### config.mk
export PLATFORM = sky130hd
export DESIGN_NAME = rsm_top
export DESIGN_NICKNAME = d
export VERILOG_FILES = /design/src/rsm_pkg.sv /design/src/rsm_top.sv
export SDC_FILE = /design/constraint.sdc
export NUM_CORES = 2
export LEC_CHECK = 0
export ABC_AREA = 1
export BUFFER_PORTS_ARGS = -buffer_cell sky130_fd_sc_hd__buf_2
export CAP_MARGIN = 20
export CORE_AREA = 2 2 457 459
export DETAILED_ROUTE_END_ITERATION = 16
export DIE_AREA = 0 0 459 461
export PLACE_DENSITY = 0.61
export SLEW_MARGIN = 15
export SYNTH_ARGS = -nofsm -noshare
export SYNTH_HDL_FRONTEND = slang
export SYNTH_SLANG_ARGS = --single-unit
### constraint.sdc
create_clock -name CLOCK_I -period 33.7 [get_ports CLOCK_I]
set_input_delay 3.37 -clock CLOCK_I [delete_from_list [all_inputs] [get_ports CLOCK_I]]
set_output_delay 3.37 -clock CLOCK_I [all_outputs]
set_load 0.02 [all_outputs]
### src/rsm_pkg.sv
// Purpose: Shared constants, modes and carriers of the rail sequencer and monitor
// Assumes: One 100 MHz clock; configuration is held steady while sequencing
// Notes:   Millisecond count is derived from the clock period
package rsm_pkg;
  localparam int RSM_RAILS   = 8;
  localparam int RSM_GPOS    = 4;
  localparam int RSM_OUTS    = RSM_RAILS + RSM_GPOS;
  localparam int RSM_ADC_W   = 10;
  localparam int RSM_MS_W    = 12;
  localparam int RSM_ADDR_W  = 4;
  localparam int RSM_GPO_PIN = 7;
  localparam int RSM_GPO_IDX = RSM_RAILS;
  localparam int unsigned RSM_CLK_PERIOD_NS = 10;
  localparam int unsigned RSM_MS_NS         = 1000000;
  localparam int unsigned RSM_MS_CYCLES     = RSM_MS_NS / RSM_CLK_PERIOD_NS;
  localparam logic [RSM_MS_W-1:0]   RSM_SHUTDOWN_MAX_MS = 12'hFFF;
  localparam logic [2:0]            RSM_RETRY_MAX       = 3'h4;
  localparam logic [RSM_ADDR_W-1:0] RSM_ADDR_RST        = 4'h0;
  localparam logic [1:0] RSM_LOG_GLITCH  = 2'h0;
  localparam logic [1:0] RSM_LOG_UV      = 2'h1;
  localparam logic [1:0] RSM_LOG_OV      = 2'h2;
  localparam logic [1:0] RSM_LOG_NOSTART = 2'h3;

  typedef enum logic [1:0] {
    SEQ_NONE = 2'h0, SEQ_TIMED = 2'h1, SEQ_PARENT_REG = 2'h2, SEQ_PARENT_THR = 2'h3
  } rsm_seq_e;
  typedef enum logic [2:0] {
    ALM_IGNORE = 3'h0, ALM_LOG = 3'h1, ALM_RETRY_N = 3'h2, ALM_RETRY_CONT = 3'h3,
    ALM_SEQ_NOW = 3'h4, ALM_SEQ_AFTER = 3'h5
  } rsm_alarm_e;
  typedef enum logic [2:0] {
    ST_HOLD = 3'h0, ST_ADDR = 3'h1, ST_CHECK = 3'h2, ST_STORE = 3'h3,
    ST_RUN = 3'h4, ST_KILL = 3'h5
  } rsm_state_e;

  typedef struct packed {
    rsm_seq_e                 mode;
    logic [2:0]               parent;
    logic [RSM_MS_W-1:0]      delay_ms;
    logic [RSM_ADC_W-1:0]     threshold;
    logic [RSM_MS_W-1:0]      shutdown_ms;
    logic                     active_low;
  } rsm_out_cfg_s;
  typedef struct packed {
    logic [RSM_ADC_W-1:0]     undervoltage_limit;
    logic [RSM_ADC_W-1:0]     overvoltage_limit;
    logic [RSM_MS_W-1:0]      glitch_width_limit;
    logic [RSM_MS_W-1:0]      start_time_limit;
    rsm_alarm_e               alarm;
    logic [2:0]               retries;
    logic                     log_flash;
    logic                     ignore_glitch;
    logic [RSM_OUTS-1:0]      dep_mask;
  } rsm_rail_cfg_s;
  typedef struct packed {
    logic                     valid;
    logic [1:0]               kind;
    logic [2:0]               rail;
    logic [RSM_ADC_W-1:0]     volt;
    logic                     flash;
  } rsm_log_s;
endpackage : rsm_pkg

### src/rsm_top.sv
// Purpose: Eight-rail power sequencer and monitor with alarm handling
// Assumes: Samples and host commands arrive on CLOCK_I; pins are synchronised here
// Notes:   Configuration checksum and copy storage are done outside, by handshake
`timescale 1ns/1ps
module rsm_top
  import rsm_pkg::*;
#(
  parameter int unsigned MS_CYCLES = RSM_MS_CYCLES
) (
  // Clock and power-on reset
  input  wire logic                                CLOCK_I,
  input  wire logic                                RESET_N_I,
  // Other reset sources
  input  wire logic                                EXT_RESET_N_I,
  input  wire logic                                RESTART_CMD_I,
  // Configuration
  input  wire rsm_out_cfg_s  [RSM_OUTS-1:0]        OUT_CFG_I,
  input  wire rsm_rail_cfg_s [RSM_RAILS-1:0]       RAIL_CFG_I,
  input  wire logic                                EN8_AS_GPO_I,
  input  wire logic                                REF_EXT_SEL_I,
  input  wire logic [RSM_OUTS-1:0]                 SHUTDOWN_CMD_I,
  // Configuration checksum handshake
  input  wire logic                                CFG_CHECK_DONE_I,
  input  wire logic                                CFG_CHECK_OK_I,
  input  wire logic                                CFG_NEW_I,
  input  wire logic                                CFG_STORE_DONE_I,
  // Converter samples
  input  wire logic                                ADC_VALID_I,
  input  wire logic [2:0]                          ADC_CH_I,
  input  wire logic [RSM_ADC_W-1:0]                ADC_DATA_I,
  // Address pins
  input  wire logic [RSM_ADDR_W-1:0]               ADDR_PINS_I,
  // Supply enables and general outputs
  output logic [RSM_RAILS-1:0]                     EN_O,
  output logic [RSM_RAILS-1:0]                     EN_OE_O,
  output logic [RSM_GPOS-1:0]                      GPO_O,
  output logic [RSM_GPOS-1:0]                      GPO_OE_O,
  // Host side status
  output logic                                     HOST_READY_O,
  output logic [RSM_ADDR_W-1:0]                    I2C_ADDR_O,
  output logic [RSM_RAILS-1:0][RSM_ADC_W-1:0]      RAIL_VOLT_O,
  output rsm_log_s                                 LOG_O,
  output logic                                     ADC_REF_EXT_O,
  output logic                                     RESTORE_CFG_O,
  output logic                                     STORE_COPY_O
);
  logic [1:0]                        rst_sync;
  logic                              rst_n;
  logic                              ext_meta, ext_s;
  logic [RSM_ADDR_W-1:0]             addr_meta, addr_s;
  rsm_state_e                        state, next_state;
  logic                              run, tick;
  logic [31:0]                       ms_div;
  logic [RSM_MS_W-1:0]               run_ms;
  logic [RSM_OUTS-1:0]               on, off, kill, kill_set, start_cond, drive, lvl;
  logic [RSM_MS_W-1:0]               sd_cnt  [RSM_OUTS];
  logic [RSM_MS_W-1:0]               reg_cnt [RSM_OUTS];
  logic [RSM_RAILS-1:0]              in_win, started, flt, was_out, retry_off;
  logic [RSM_RAILS-1:0]              sus_evt, glitch_evt, retry_ok, exhaust, act;
  logic [RSM_MS_W-1:0]               st_cnt  [RSM_RAILS];
  logic [RSM_MS_W-1:0]               oow_cnt [RSM_RAILS];
  logic [2:0]                        retry_n [RSM_RAILS];
  logic                              seq_after_pend, seq_after_done, seq_now_evt, reset_req;
  rsm_log_s                          next_log;

  // Reset release, external pin and address pins
  always_ff @(posedge CLOCK_I or negedge RESET_N_I) begin
    if (!RESET_N_I) rst_sync <= 2'h0;
    else            rst_sync <= {rst_sync[0], 1'h1};
  end
  assign rst_n = rst_sync[1];

  always_ff @(posedge CLOCK_I or negedge rst_n) begin
    if (!rst_n) begin
      ext_meta  <= 1'h0;
      ext_s     <= 1'h0;
      addr_meta <= RSM_ADDR_RST;
      addr_s    <= RSM_ADDR_RST;
    end else begin
      ext_meta  <= EXT_RESET_N_I;
      ext_s     <= ext_meta;
      addr_meta <= ADDR_PINS_I;
      addr_s    <= addr_meta;
    end
  end

  // Device reset sequence
  assign run            = (state == ST_RUN);
  assign seq_after_done = seq_after_pend && ((kill & ~off) == '0);
  assign reset_req      = RESTART_CMD_I || seq_now_evt || seq_after_done;

  always_comb begin
    next_state = state;
    case (state)
      ST_HOLD:  if (ext_s) next_state = ST_ADDR;
      ST_ADDR:  next_state = ST_CHECK;
      ST_CHECK: if (CFG_CHECK_DONE_I) next_state = CFG_NEW_I ? ST_STORE : ST_RUN;
      ST_STORE: if (CFG_STORE_DONE_I) next_state = ST_RUN;
      ST_RUN:   if (reset_req) next_state = ST_KILL;
      ST_KILL:  next_state = ST_HOLD;
      default:  next_state = ST_HOLD;
    endcase
    if (!ext_s) next_state = ST_HOLD;
  end

  always_ff @(posedge CLOCK_I or negedge rst_n) begin
    if (!rst_n) state <= ST_HOLD;
    else        state <= next_state;
  end

  // Reset side effects seen by the host and configuration store
  always_ff @(posedge CLOCK_I or negedge rst_n) begin
    if (!rst_n) begin
      I2C_ADDR_O    <= RSM_ADDR_RST;
      HOST_READY_O  <= 1'h0;
      RESTORE_CFG_O <= 1'h0;
      STORE_COPY_O  <= 1'h0;
      ADC_REF_EXT_O <= 1'h0;
    end else begin
      if (state == ST_ADDR) I2C_ADDR_O <= addr_s;
      HOST_READY_O  <= (next_state == ST_RUN);
      RESTORE_CFG_O <= (state == ST_CHECK) && CFG_CHECK_DONE_I && !CFG_CHECK_OK_I;
      STORE_COPY_O  <= (next_state == ST_STORE);
      ADC_REF_EXT_O <= REF_EXT_SEL_I;
    end
  end

  // Millisecond tick and time since reset; both held at zero outside RUN
  assign tick = run && (ms_div == MS_CYCLES - 1);
  always_ff @(posedge CLOCK_I or negedge rst_n) begin
    if (!rst_n)                  ms_div <= 32'h0;
    else if (!run || tick)       ms_div <= 32'h0;
    else                         ms_div <= ms_div + 32'h1;
  end
  always_ff @(posedge CLOCK_I or negedge rst_n) begin
    if (!rst_n)                                   run_ms <= 12'h0;
    else if (!run)                                run_ms <= 12'h0;
    else if (tick && run_ms != RSM_SHUTDOWN_MAX_MS) run_ms <= run_ms + 12'h1;
  end

  // Monitor samples
  always_ff @(posedge CLOCK_I or negedge rst_n) begin
    if (!rst_n)           RAIL_VOLT_O <= '0;
    else if (ADC_VALID_I) RAIL_VOLT_O[ADC_CH_I] <= ADC_DATA_I;
  end

  // Sequencing conditions, shared by enables and general outputs
  always_comb begin
    for (int r = 0; r < RSM_RAILS; r++) begin
      in_win[r] = RAIL_VOLT_O[r] >= RAIL_CFG_I[r].undervoltage_limit &&
                  RAIL_VOLT_O[r] <= RAIL_CFG_I[r].overvoltage_limit;
    end
    for (int i = 0; i < RSM_OUTS; i++) begin
      case (OUT_CFG_I[i].mode)
        SEQ_TIMED:      start_cond[i] = run_ms >= OUT_CFG_I[i].delay_ms;
        SEQ_PARENT_REG: start_cond[i] = in_win[OUT_CFG_I[i].parent] &&
                                        reg_cnt[i] >= OUT_CFG_I[i].delay_ms;
        SEQ_PARENT_THR: start_cond[i] = RAIL_VOLT_O[OUT_CFG_I[i].parent] >=
                                        OUT_CFG_I[i].threshold;
        default:        start_cond[i] = 1'h0;
      endcase
      drive[i] = run && on[i] && !off[i] && !(i < RSM_RAILS && retry_off[i % RSM_RAILS]);
      lvl[i]   = drive[i] ^ OUT_CFG_I[i].active_low;
    end
  end

  // Shutdown requests spread down dependency masks one level per cycle
  always_comb begin
    kill_set = SHUTDOWN_CMD_I;
    for (int r = 0; r < RSM_RAILS; r++) begin
      if (kill[r] || exhaust[r]) kill_set = kill_set | RAIL_CFG_I[r].dep_mask;
      if (exhaust[r]) kill_set[r] = 1'h1;
    end
  end

  // Per-output enable, shutdown delay and parent regulation timer
  always_ff @(posedge CLOCK_I or negedge rst_n) begin
    if (!rst_n) begin
      on   <= '0;
      off  <= '0;
      kill <= '0;
      for (int i = 0; i < RSM_OUTS; i++) begin
        sd_cnt[i]  <= 12'h0;
        reg_cnt[i] <= 12'h0;
      end
    end else if (!run) begin
      on   <= '0;
      off  <= '0;
      kill <= '0;
      for (int i = 0; i < RSM_OUTS; i++) begin
        sd_cnt[i]  <= 12'h0;
        reg_cnt[i] <= 12'h0;
      end
    end else begin
      kill <= kill | kill_set;
      for (int i = 0; i < RSM_OUTS; i++) begin
        if (start_cond[i]) on[i] <= 1'h1;
        if (!in_win[OUT_CFG_I[i].parent])                reg_cnt[i] <= 12'h0;
        else if (tick && reg_cnt[i] != RSM_SHUTDOWN_MAX_MS) reg_cnt[i] <= reg_cnt[i] + 12'h1;
        if (kill[i] && !off[i]) begin
          if (sd_cnt[i] >= OUT_CFG_I[i].shutdown_ms) off[i] <= 1'h1;
          else if (tick)                              sd_cnt[i] <= sd_cnt[i] + 12'h1;
        end
      end
    end
  end

  // Fault detection and alarm response
  always_comb begin
    seq_now_evt = 1'h0;
    for (int r = 0; r < RSM_RAILS; r++) begin
      act[r]        = drive[r];
      sus_evt[r]    = act[r] && !flt[r] && !in_win[r] &&
                      RAIL_CFG_I[r].alarm != ALM_IGNORE &&
                      (started[r] ? oow_cnt[r] >= RAIL_CFG_I[r].glitch_width_limit
                                  : st_cnt[r] >= RAIL_CFG_I[r].start_time_limit);
      glitch_evt[r] = act[r] && started[r] && in_win[r] && was_out[r] && !flt[r] &&
                      RAIL_CFG_I[r].alarm != ALM_IGNORE;
      retry_ok[r]   = RAIL_CFG_I[r].alarm == ALM_RETRY_CONT ||
                      ((RAIL_CFG_I[r].alarm == ALM_RETRY_N || RAIL_CFG_I[r].alarm == ALM_SEQ_AFTER) &&
                       retry_n[r] < RAIL_CFG_I[r].retries && retry_n[r] < RSM_RETRY_MAX);
      exhaust[r]    = sus_evt[r] && !retry_ok[r] &&
                      (RAIL_CFG_I[r].alarm == ALM_RETRY_N || RAIL_CFG_I[r].alarm == ALM_SEQ_AFTER);
      if (sus_evt[r] && RAIL_CFG_I[r].alarm == ALM_SEQ_NOW) seq_now_evt = 1'h1;
    end
  end

  always_ff @(posedge CLOCK_I or negedge rst_n) begin
    if (!rst_n) begin
      started <= '0;
      flt     <= '0;
      was_out <= '0;
      for (int r = 0; r < RSM_RAILS; r++) begin
        st_cnt[r]  <= 12'h0;
        oow_cnt[r] <= 12'h0;
      end
    end else begin
      for (int r = 0; r < RSM_RAILS; r++) begin
        if (!act[r]) begin
          started[r] <= 1'h0; // Each retry starts a fresh start-time window
          flt[r]     <= 1'h0;
          was_out[r] <= 1'h0;
          st_cnt[r]  <= 12'h0;
          oow_cnt[r] <= 12'h0;
        end else begin
          started[r] <= started[r] || in_win[r];
          was_out[r] <= started[r] && !in_win[r];
          if (sus_evt[r])     flt[r] <= 1'h1;
          else if (in_win[r]) flt[r] <= 1'h0;
          if (tick && !started[r] && st_cnt[r] != RSM_SHUTDOWN_MAX_MS) st_cnt[r] <= st_cnt[r] + 12'h1;
          if (in_win[r])                                    oow_cnt[r] <= 12'h0;
          else if (tick && oow_cnt[r] != RSM_SHUTDOWN_MAX_MS) oow_cnt[r] <= oow_cnt[r] + 12'h1;
        end
      end
    end
  end

  // Retry disables last until the next millisecond tick
  always_ff @(posedge CLOCK_I or negedge rst_n) begin
    if (!rst_n) begin
      retry_off      <= '0;
      seq_after_pend <= 1'h0;
      for (int r = 0; r < RSM_RAILS; r++) retry_n[r] <= 3'h0;
    end else if (!run) begin
      retry_off      <= '0;
      seq_after_pend <= 1'h0;
      for (int r = 0; r < RSM_RAILS; r++) retry_n[r] <= 3'h0;
    end else begin
      for (int r = 0; r < RSM_RAILS; r++) begin
        if (sus_evt[r] && retry_ok[r]) begin
          retry_off[r] <= 1'h1;
          if (retry_n[r] != 3'h7) retry_n[r] <= retry_n[r] + 3'h1;
        end else if (tick) begin
          retry_off[r] <= 1'h0;
        end
        if ((kill[r] || exhaust[r]) && RAIL_CFG_I[r].alarm == ALM_SEQ_AFTER) seq_after_pend <= 1'h1;
      end
    end
  end

  // Error log; lowest rail wins when two report in one cycle
  always_comb begin
    next_log = '0;
    for (int r = RSM_RAILS - 1; r >= 0; r--) begin
      if (sus_evt[r] || (glitch_evt[r] && !RAIL_CFG_I[r].ignore_glitch)) begin
        next_log.valid = 1'h1;
        next_log.rail  = 3'(r);
        next_log.volt  = RAIL_VOLT_O[r];
        next_log.flash = RAIL_CFG_I[r].log_flash;
        if (!sus_evt[r])       next_log.kind = RSM_LOG_GLITCH;
        else if (!started[r])  next_log.kind = RSM_LOG_NOSTART;
        else if (RAIL_VOLT_O[r] < RAIL_CFG_I[r].undervoltage_limit) next_log.kind = RSM_LOG_UV;
        else                   next_log.kind = RSM_LOG_OV;
      end
    end
  end
  always_ff @(posedge CLOCK_I or negedge rst_n) begin
    if (!rst_n) LOG_O <= '0;
    else        LOG_O <= next_log;
  end

  // Pins: high impedance in reset, otherwise driven; first general output may use pin 7
  always_ff @(posedge CLOCK_I or negedge rst_n) begin
    if (!rst_n) begin
      EN_O     <= '0;
      EN_OE_O  <= '0;
      GPO_O    <= '0;
      GPO_OE_O <= '0;
    end else begin
      EN_OE_O  <= {RSM_RAILS{state != ST_HOLD}};
      GPO_OE_O <= {RSM_GPOS{state != ST_HOLD}} & {{(RSM_GPOS-1){1'h1}}, !EN8_AS_GPO_I};
      EN_O     <= lvl[RSM_RAILS-1:0];
      EN_O[RSM_GPO_PIN] <= EN8_AS_GPO_I ? lvl[RSM_GPO_IDX] : lvl[RSM_GPO_PIN];
      GPO_O    <= lvl[RSM_OUTS-1:RSM_RAILS];
    end
  end

  // Checks
  property p_hiz_in_hold;
    @(posedge CLOCK_I) disable iff (!rst_n) state == ST_HOLD |=> EN_OE_O == '0 && GPO_OE_O == '0;
  endproperty
  a_hiz_in_hold: assert property (p_hiz_in_hold) else $error("outputs driven in reset");

  property p_no_host_in_reset;
    @(posedge CLOCK_I) disable iff (!rst_n) !run ##1 !run |-> !HOST_READY_O;
  endproperty
  a_no_host_in_reset: assert property (p_no_host_in_reset) else $error("host served in reset");

  property p_addr_sample;
    @(posedge CLOCK_I) disable iff (!rst_n) state == ST_ADDR |=> I2C_ADDR_O == $past(addr_s);
  endproperty
  a_addr_sample: assert property (p_addr_sample) else $error("address not sampled");

  property p_restore;
    @(posedge CLOCK_I) disable iff (!rst_n)
      state == ST_CHECK && CFG_CHECK_DONE_I && !CFG_CHECK_OK_I |=> RESTORE_CFG_O;
  endproperty
  a_restore: assert property (p_restore) else $error("bad checksum not restored");

  property p_seq_now;
    @(posedge CLOCK_I) disable iff (!rst_n)
      run && seq_now_evt && ext_s |=> state == ST_KILL ##1 state == ST_HOLD ##1 EN_OE_O == '0;
  endproperty
  a_seq_now: assert property (p_seq_now) else $error("no immediate resequence");

  property p_timers_clear;
    @(posedge CLOCK_I) disable iff (!rst_n) !run |=> run_ms == 12'h0 && on == '0 && ms_div == 32'h0;
  endproperty
  a_timers_clear: assert property (p_timers_clear) else $error("timers survive reset");

  property p_never_seq;
    @(posedge CLOCK_I) disable iff (!rst_n)
      OUT_CFG_I[3].mode == SEQ_NONE && !on[3] && $stable(OUT_CFG_I[3].mode) |=> !on[3];
  endproperty
  a_never_seq: assert property (p_never_seq) else $error("unsequenced output asserted");

  property p_timed_on;
    @(posedge CLOCK_I) disable iff (!rst_n)
      run && next_state == ST_RUN && OUT_CFG_I[0].mode == SEQ_TIMED &&
      run_ms >= OUT_CFG_I[0].delay_ms |=> on[0];
  endproperty
  a_timed_on: assert property (p_timed_on) else $error("timed output late");

  property p_zero_delay_off;
    @(posedge CLOCK_I) disable iff (!rst_n)
      run && next_state == ST_RUN && kill[0] && OUT_CFG_I[0].shutdown_ms == 12'h0 |=> off[0];
  endproperty
  a_zero_delay_off: assert property (p_zero_delay_off) else $error("zero delay shutdown late");

  property p_sustained;
    @(posedge CLOCK_I) disable iff (!rst_n)
      act[2] && started[2] && !flt[2] && !in_win[2] && RAIL_CFG_I[2].alarm != ALM_IGNORE &&
      oow_cnt[2] >= RAIL_CFG_I[2].glitch_width_limit |-> sus_evt[2] ##1 (flt[2] || !act[2]);
  endproperty
  a_sustained: assert property (p_sustained) else $error("sustained fault missed");
endmodule : rsm_top

# After elaboration in Yosys (flattened, before gate mapping)
# Index checks and enable logic that the tools add are counted.
[totals]
mem_bits_rw = 0
register_bits = 754
latch_bits = 0
input_bits = 1032
mem_bits_ro = 0
memories = 0
out_inout_bits = 129
wordCells = 1290
[classes]
n_eq_ne = 223
n_reduce_logical = 399
mux = 354
n_addsub = 50
n_mul = 0
div_mod_pow = 0
n_shift = 0
n_bitwise = 24
magnitude_cmp = 118
[op_table]
columns = ["operator", "count"]
rows = [
  ["two-way mux 12 bit", 113],
  ["greater-or-equal comparator 12 bit", 52],
  ["adder 12 x 1 -> 12 bit, second input constant", 41],
  ["binary-select mux 10 bit (select 3 bit)", 12],
  ["!= test 12 bit, second input constant", 29],
  ["two-way mux 144 bit", 2],
  ["logical AND 1 bit", 250],
  ["greater-or-equal comparator 10 bit", 20],
  ["two-way mux 17 bit", 8],
  ["two-way mux 1 bit", 131],
  ["two-way mux 10 bit", 13],
  ["!= test 2 x 1 -> 1 bit, second input constant", 62],
  ["bitwise OR 12 bit", 9],
  ["bitwise mux 80 bit", 1],
  ["less-or-equal comparator 10 bit", 8],
  ["< comparator 10 bit", 8],
  ["!= test 3 x 1 -> 1 bit, second input constant", 24],
  ["logical NOT 1 bit", 63],
  ["two-way mux 3 bit", 21],
  ["== test 3 x 2 -> 1 bit, second input constant", 19],
  ["== test 3 bit, second input constant", 18],
  ["< comparator 3 x 4 -> 1 bit, second input constant", 13],
  ["== test 2 bit, second input constant", 24],
  ["two-way mux 2 bit", 24],
  ["29 further kinds", 203],
]

# Depth between registers and ports, before layout
[logic_depth]
word_depth = 36
mapped_depth = 23
mapped_depth_nobuf = 22

# Worst setup path after synthesis
# No wires, ideal clock.
[synth_timing]
path_kind = "input-to-reg"
start = "input port RAIL_CFG_I[123] (netlist bit)"
end = "register reg_cnt[5] (netlist bit)"
arrival_time_ns = 5.266
slack_ns = 28.300
required_time_ns = 33.565
setup_ns = 0.135
n_path_buf = 2
cell_stages = 15
path_cell_list = "inv_1 ha_1 a21o_1 o21ai_0 nand4_1 nand2_1 inv_1 buf_2 nand2_1 o211ai_1 nand3_1 nand2_1 nand2_1 clkbuf_1 nor3b_1"
[synth_via]
elab_chain_len = 6
elab_cells_between_ends = 7
classes_between = "order compare: 1; eq/ne: 1; mux: 4; reduce/logical: 1"
[synth_lines]
columns = ["item", "line", "text"]
rows = [
  ["start: declaration", "rsm_top.sv:18", "input wire rsm_rail_cfg_s [RSM_RAILS-1:0] RAIL_CFG_I,"],
  ["greater-or-equal comparator 10 bit *", "rsm_top.sv:150", "in_win[r] = RAIL_VOLT_O[r] >= RAIL_CFG_I[r].undervoltage_limit &&"],
  ["logical AND 1 bit *", "rsm_top.sv:150", ""],
  ["binary-select mux 1 bit (select 3 bit) *", "rsm_top.sv:198", "if (!in_win[OUT_CFG_I[i].parent]) reg_cnt[i] <= 12'h0;"],
  ["two-way mux 1 bit (implied by the code) *", "rsm_top.sv:198", ""],
  ["two-way mux 12 bit", "rsm_top.sv:198", ""],
  ["two-way mux 144 bit", "rsm_top.sv:186", "end else if (!run) begin"],
  ["end signal: indexed assignment", "rsm_top.sv:184", "reg_cnt[i] <= 12'h0;"],
  ["end signal: indexed assignment", "rsm_top.sv:192", "reg_cnt[i] <= 12'h0;"],
  ["end signal: indexed assignment", "rsm_top.sv:198", ""],
  ["end: declaration", "rsm_top.sv:57", "logic [RSM_MS_W-1:0] reg_cnt [RSM_OUTS];"],
]
# Mark *: on every way between the ends. The rest lies on a longest branch, timed or not. The select of a mux whose other input is x is not followed.
# A chain may end at the register's enable or synchronous reset.

# Worst setup path in the final report
[layout_timing]
start = "input port RAIL_CFG_I[447] (netlist bit)"
end = "register reg_cnt[12] (netlist bit)"
# Same word-level chain as after synthesis.

==> impl_metrics.yaml <==
layout:
  post-route-cell-area_mm2: 0.0837
  final_core_util: 0.405
  layout-drive-gt1-share: 0.135
  multi_input_area_mm2: 0.0449
  instances_no_fill: 14300
  n_fill_cell: 21700
  nets: 13400
  area_growth_pct: 16.7
  regArea_mm2: 0.0188
yosys:
  synth_warnings: 0
  synth-edff-count: 0
  synth_area_per_cell_um2: 6.85
  synth_area_mm2: 0.0717
  synth_cells: 10500
  ys_seq_area_frac: 0.262
  async_flop_share: 1.00
  yosys-top-cells-area: "dfrtp_1, ha_1, nand2_1"
  synth_top_area_frac: 0.262
  yosysUniqueCellTypes: 76
  synth_nets: 12500
  synth.cells.most_frequent: "nand2_1, inv_1, ha_1"
  yosysTopAreaCell: "dfrtp_1"
  ys_ff_latch: 751
  synth_ff_type: "dfrtp_1"
  yosysMostFrequentCell: "nand2_1"
drt:
  drt_iter0_drc: 8512
  post_drt_via_cell_ratio: 5.31
  drc: 0
  wl_per_cell_um: 22.7
  routed_wl_um: 324000
  final_antenna_net_count: 0
  vias: 75900
  dr.pass1.iters: 7
place:
  numPortBuffers: 1154
  dp_hpwl_um: 253000
  dpl_cell_area_mm2: 0.0800
  gp_congestion: 0.972
  dp.cells: 14000
power:
  p_leak_nw: 42.2
  vdd_drop_max_mv: 0.0344
  p_per_area_mw_per_mm2: 36.3
status:
  status: "completed"
sta:
  rsz0062_at_grt: "false"
  clock_skew_ps: 75.0
  tightest_slew_ps: 1260
  setup_viol: 0
  max_freq_mhz: 144
  min_period_ps: 6940
  timing.hold.ws_ps: 243
  timing.setup.tns_ps: 0
  relSlewSlack: 0.159
  period_share: 0.206
  drv_slew: 0
  hold_viol: 0
clocking:
  cts_resized: 0
  clk_pin_slew_ps: 60
  cts_tree: "done"
  cts_root_buf: "clkbuf_16"
  insertion_delay_ps: 770
  ctsHoldBuffers: 0
  cts_buffers: 96
  postCtsSetupBuffers: 0
  cts_max_level: 3
  cts_sinks: 751
  clockBufferDepth: 3
setup_path:
  path_class: "input port to flip-flop"
  critPathMaxStageDelay_ps: 860
  critPathMaxFanout: 13
  crit_path_frequent_cell: "nand2_1"
  crit_path_start_kind: "input port"
  critPathRequiredTime_ps: 34310
  critPathSlowestCell: "inv_1"
  cp-end-kind: "flip-flop"
  path_cells: "buf_2 > inv_1 > ha_1 > nand2_1 > nor2_1 > nand3_1 > nand4_1 > nand2_1 > inv_1 > nand2_1 > o211ai_1 > nand3_1 > nand2_1 > nand2_1 > nor3b_1"
  arrival_ps: 7550
floorplanning:
  initial_core_util: 0.347
  die_x_um: 459
  die-height_um: 461
  io_pins: 1161
  dieArea_mm2: 0.212
  rows: 167
  core_area_mm2: 0.206
global_routing:
  grt_pass1_vias: 68500
  grt_remaining_overflow: 0
  grt_pass1_wl_um: 459000
  antenna_found_initial: 105
  grtUsageTotal: 0.294
  grt_start_max_net_pins: 152
hold_path:
  hold_path.class: "flip-flop to async pin"
job:
  cap_viol_max_count: 0
-- registers in the layout, summed over array words and instances (netlist names), 12 cells and up --
name and cells:
retry_n 24, oow_cnt 96, kill 12, ms_div 32, on 12, run_ms 12, RAIL_VOLT_O 80, st_cnt 96
sd_cnt 144, LOG_O 17, reg_cnt 144, off 12
-- final cells by class --
class,count,area share
inverter,1718,0.0771
sequential,751,0.225
clock buffer,128,0.0323
clock inverter,50,0.00945
multi-input combinational,7618,0.536
antenna,68,0.00203
tap,2704,0.0404
timing repair buffer,1245,0.0776
-- cell families after synthesis --
kind of cell | Yosys count | synth area share
AND/OR/NAND/NOR | 4033 | 0.244
AO/OA/AOI/OAI | 2435 | 0.190
buffers and inverters | 2102 | 0.112
adder cells (fa/ha/maj) | 978 | 0.171
flip-flops | 751 | 0.262
XOR/XNOR | 166 | 0.0203
multiplexers | 5 | 0.000785
other | 1 | 0.0000523
-- layer usage --
layer  vias up  part of all wire  track usage
li1      36900                 -            -
met1     34400              0.40        0.360
met2      3549              0.44        0.458
met3       971             0.087       0.0610
met4        54             0.078        0.214
met5         -            0.0011            0
-- worst max-delay path, delay by kind of cell --
kind,cells,cell delay [ps]
AO/OA/AOI/OAI,1,120
adder cells (fa/ha/maj),1,290
buffers and inverters,3,980
AND/OR/NAND/NOR,10,2750
-- report_power, final --
| part | internal [mW] | total (mW) | switching, mW |
|---|---|---|---|
| Sequential | 0.926 | 0.989 | 0.0632 |
| Clock | 0.698 | 1.16 | 0.461 |
| Combinational | 0.248 | 0.892 | 0.644 |
| Total | 1.87 | 3.04 | 1.17 |
-- placed cells by master (no fill, tap or decap), types with 16 or more instances in the layout --
cell type,instances
nand2_1,2003
inv_1,1698
buf_2,1154
ha_1,978
a21oi_1,943
o21ai_0,898
nor2_1,874
dfrtp_1,750
nand3_1,500
nor3_1,225
o211ai_1,177
nand4_1,162
xor2_1,144
a31oi_1,130
clkbuf_16,97
buf_4,89
nor4_1,82
diode_2,68
o31ai_1,53
o21a_1,52
nor3b_1,47
a211oi_1,47
or2_2,35
o21bai_1,28
xnor2_1,22
a21o_1,20
nor2_2,19
clkinv_2,19
bufinv_16,17
clkbuf_8,16
-- worst paths after layout --
kind	start	end	slack (ps)	cells past startpoint
min reg2reg	rst_sync[1]$_DFF_PN0_	reg_cnt[35]$_DFFE_PN0P_	240	0
max in group asynchronous	rst_sync[1]$_DFF_PN0_	RAIL_VOLT_O[25]$_DFFE_PN0P_	28440	6
max	RAIL_CFG_I[447]	reg_cnt[12]$_DFFE_PN0P_	26760	15
max reg2reg	rst_sync[1]$_DFF_PN0_	RAIL_VOLT_O[25]$_DFFE_PN0P_	28440	6
min	rst_sync[1]$_DFF_PN0_	reg_cnt[35]$_DFFE_PN0P_	240	0
min in group CLOCK_I	addr_meta[1]$_DFF_PN0_	addr_s[1]$_DFF_PN0_	350	0
-- per-stage QoR --
stage / power, mW / worst slack, ps
4_1_cts: 3.03 / 26630
2_1_floorplan: 1.43 / 11220
6_report: 3.04 / 26760
3_5_place_dp: 1.87 / 25790
5_1_grt: 3.15 / 26460
3_3_place_gp: 1.86 / 25850
(Power assumes the default switching activity.)
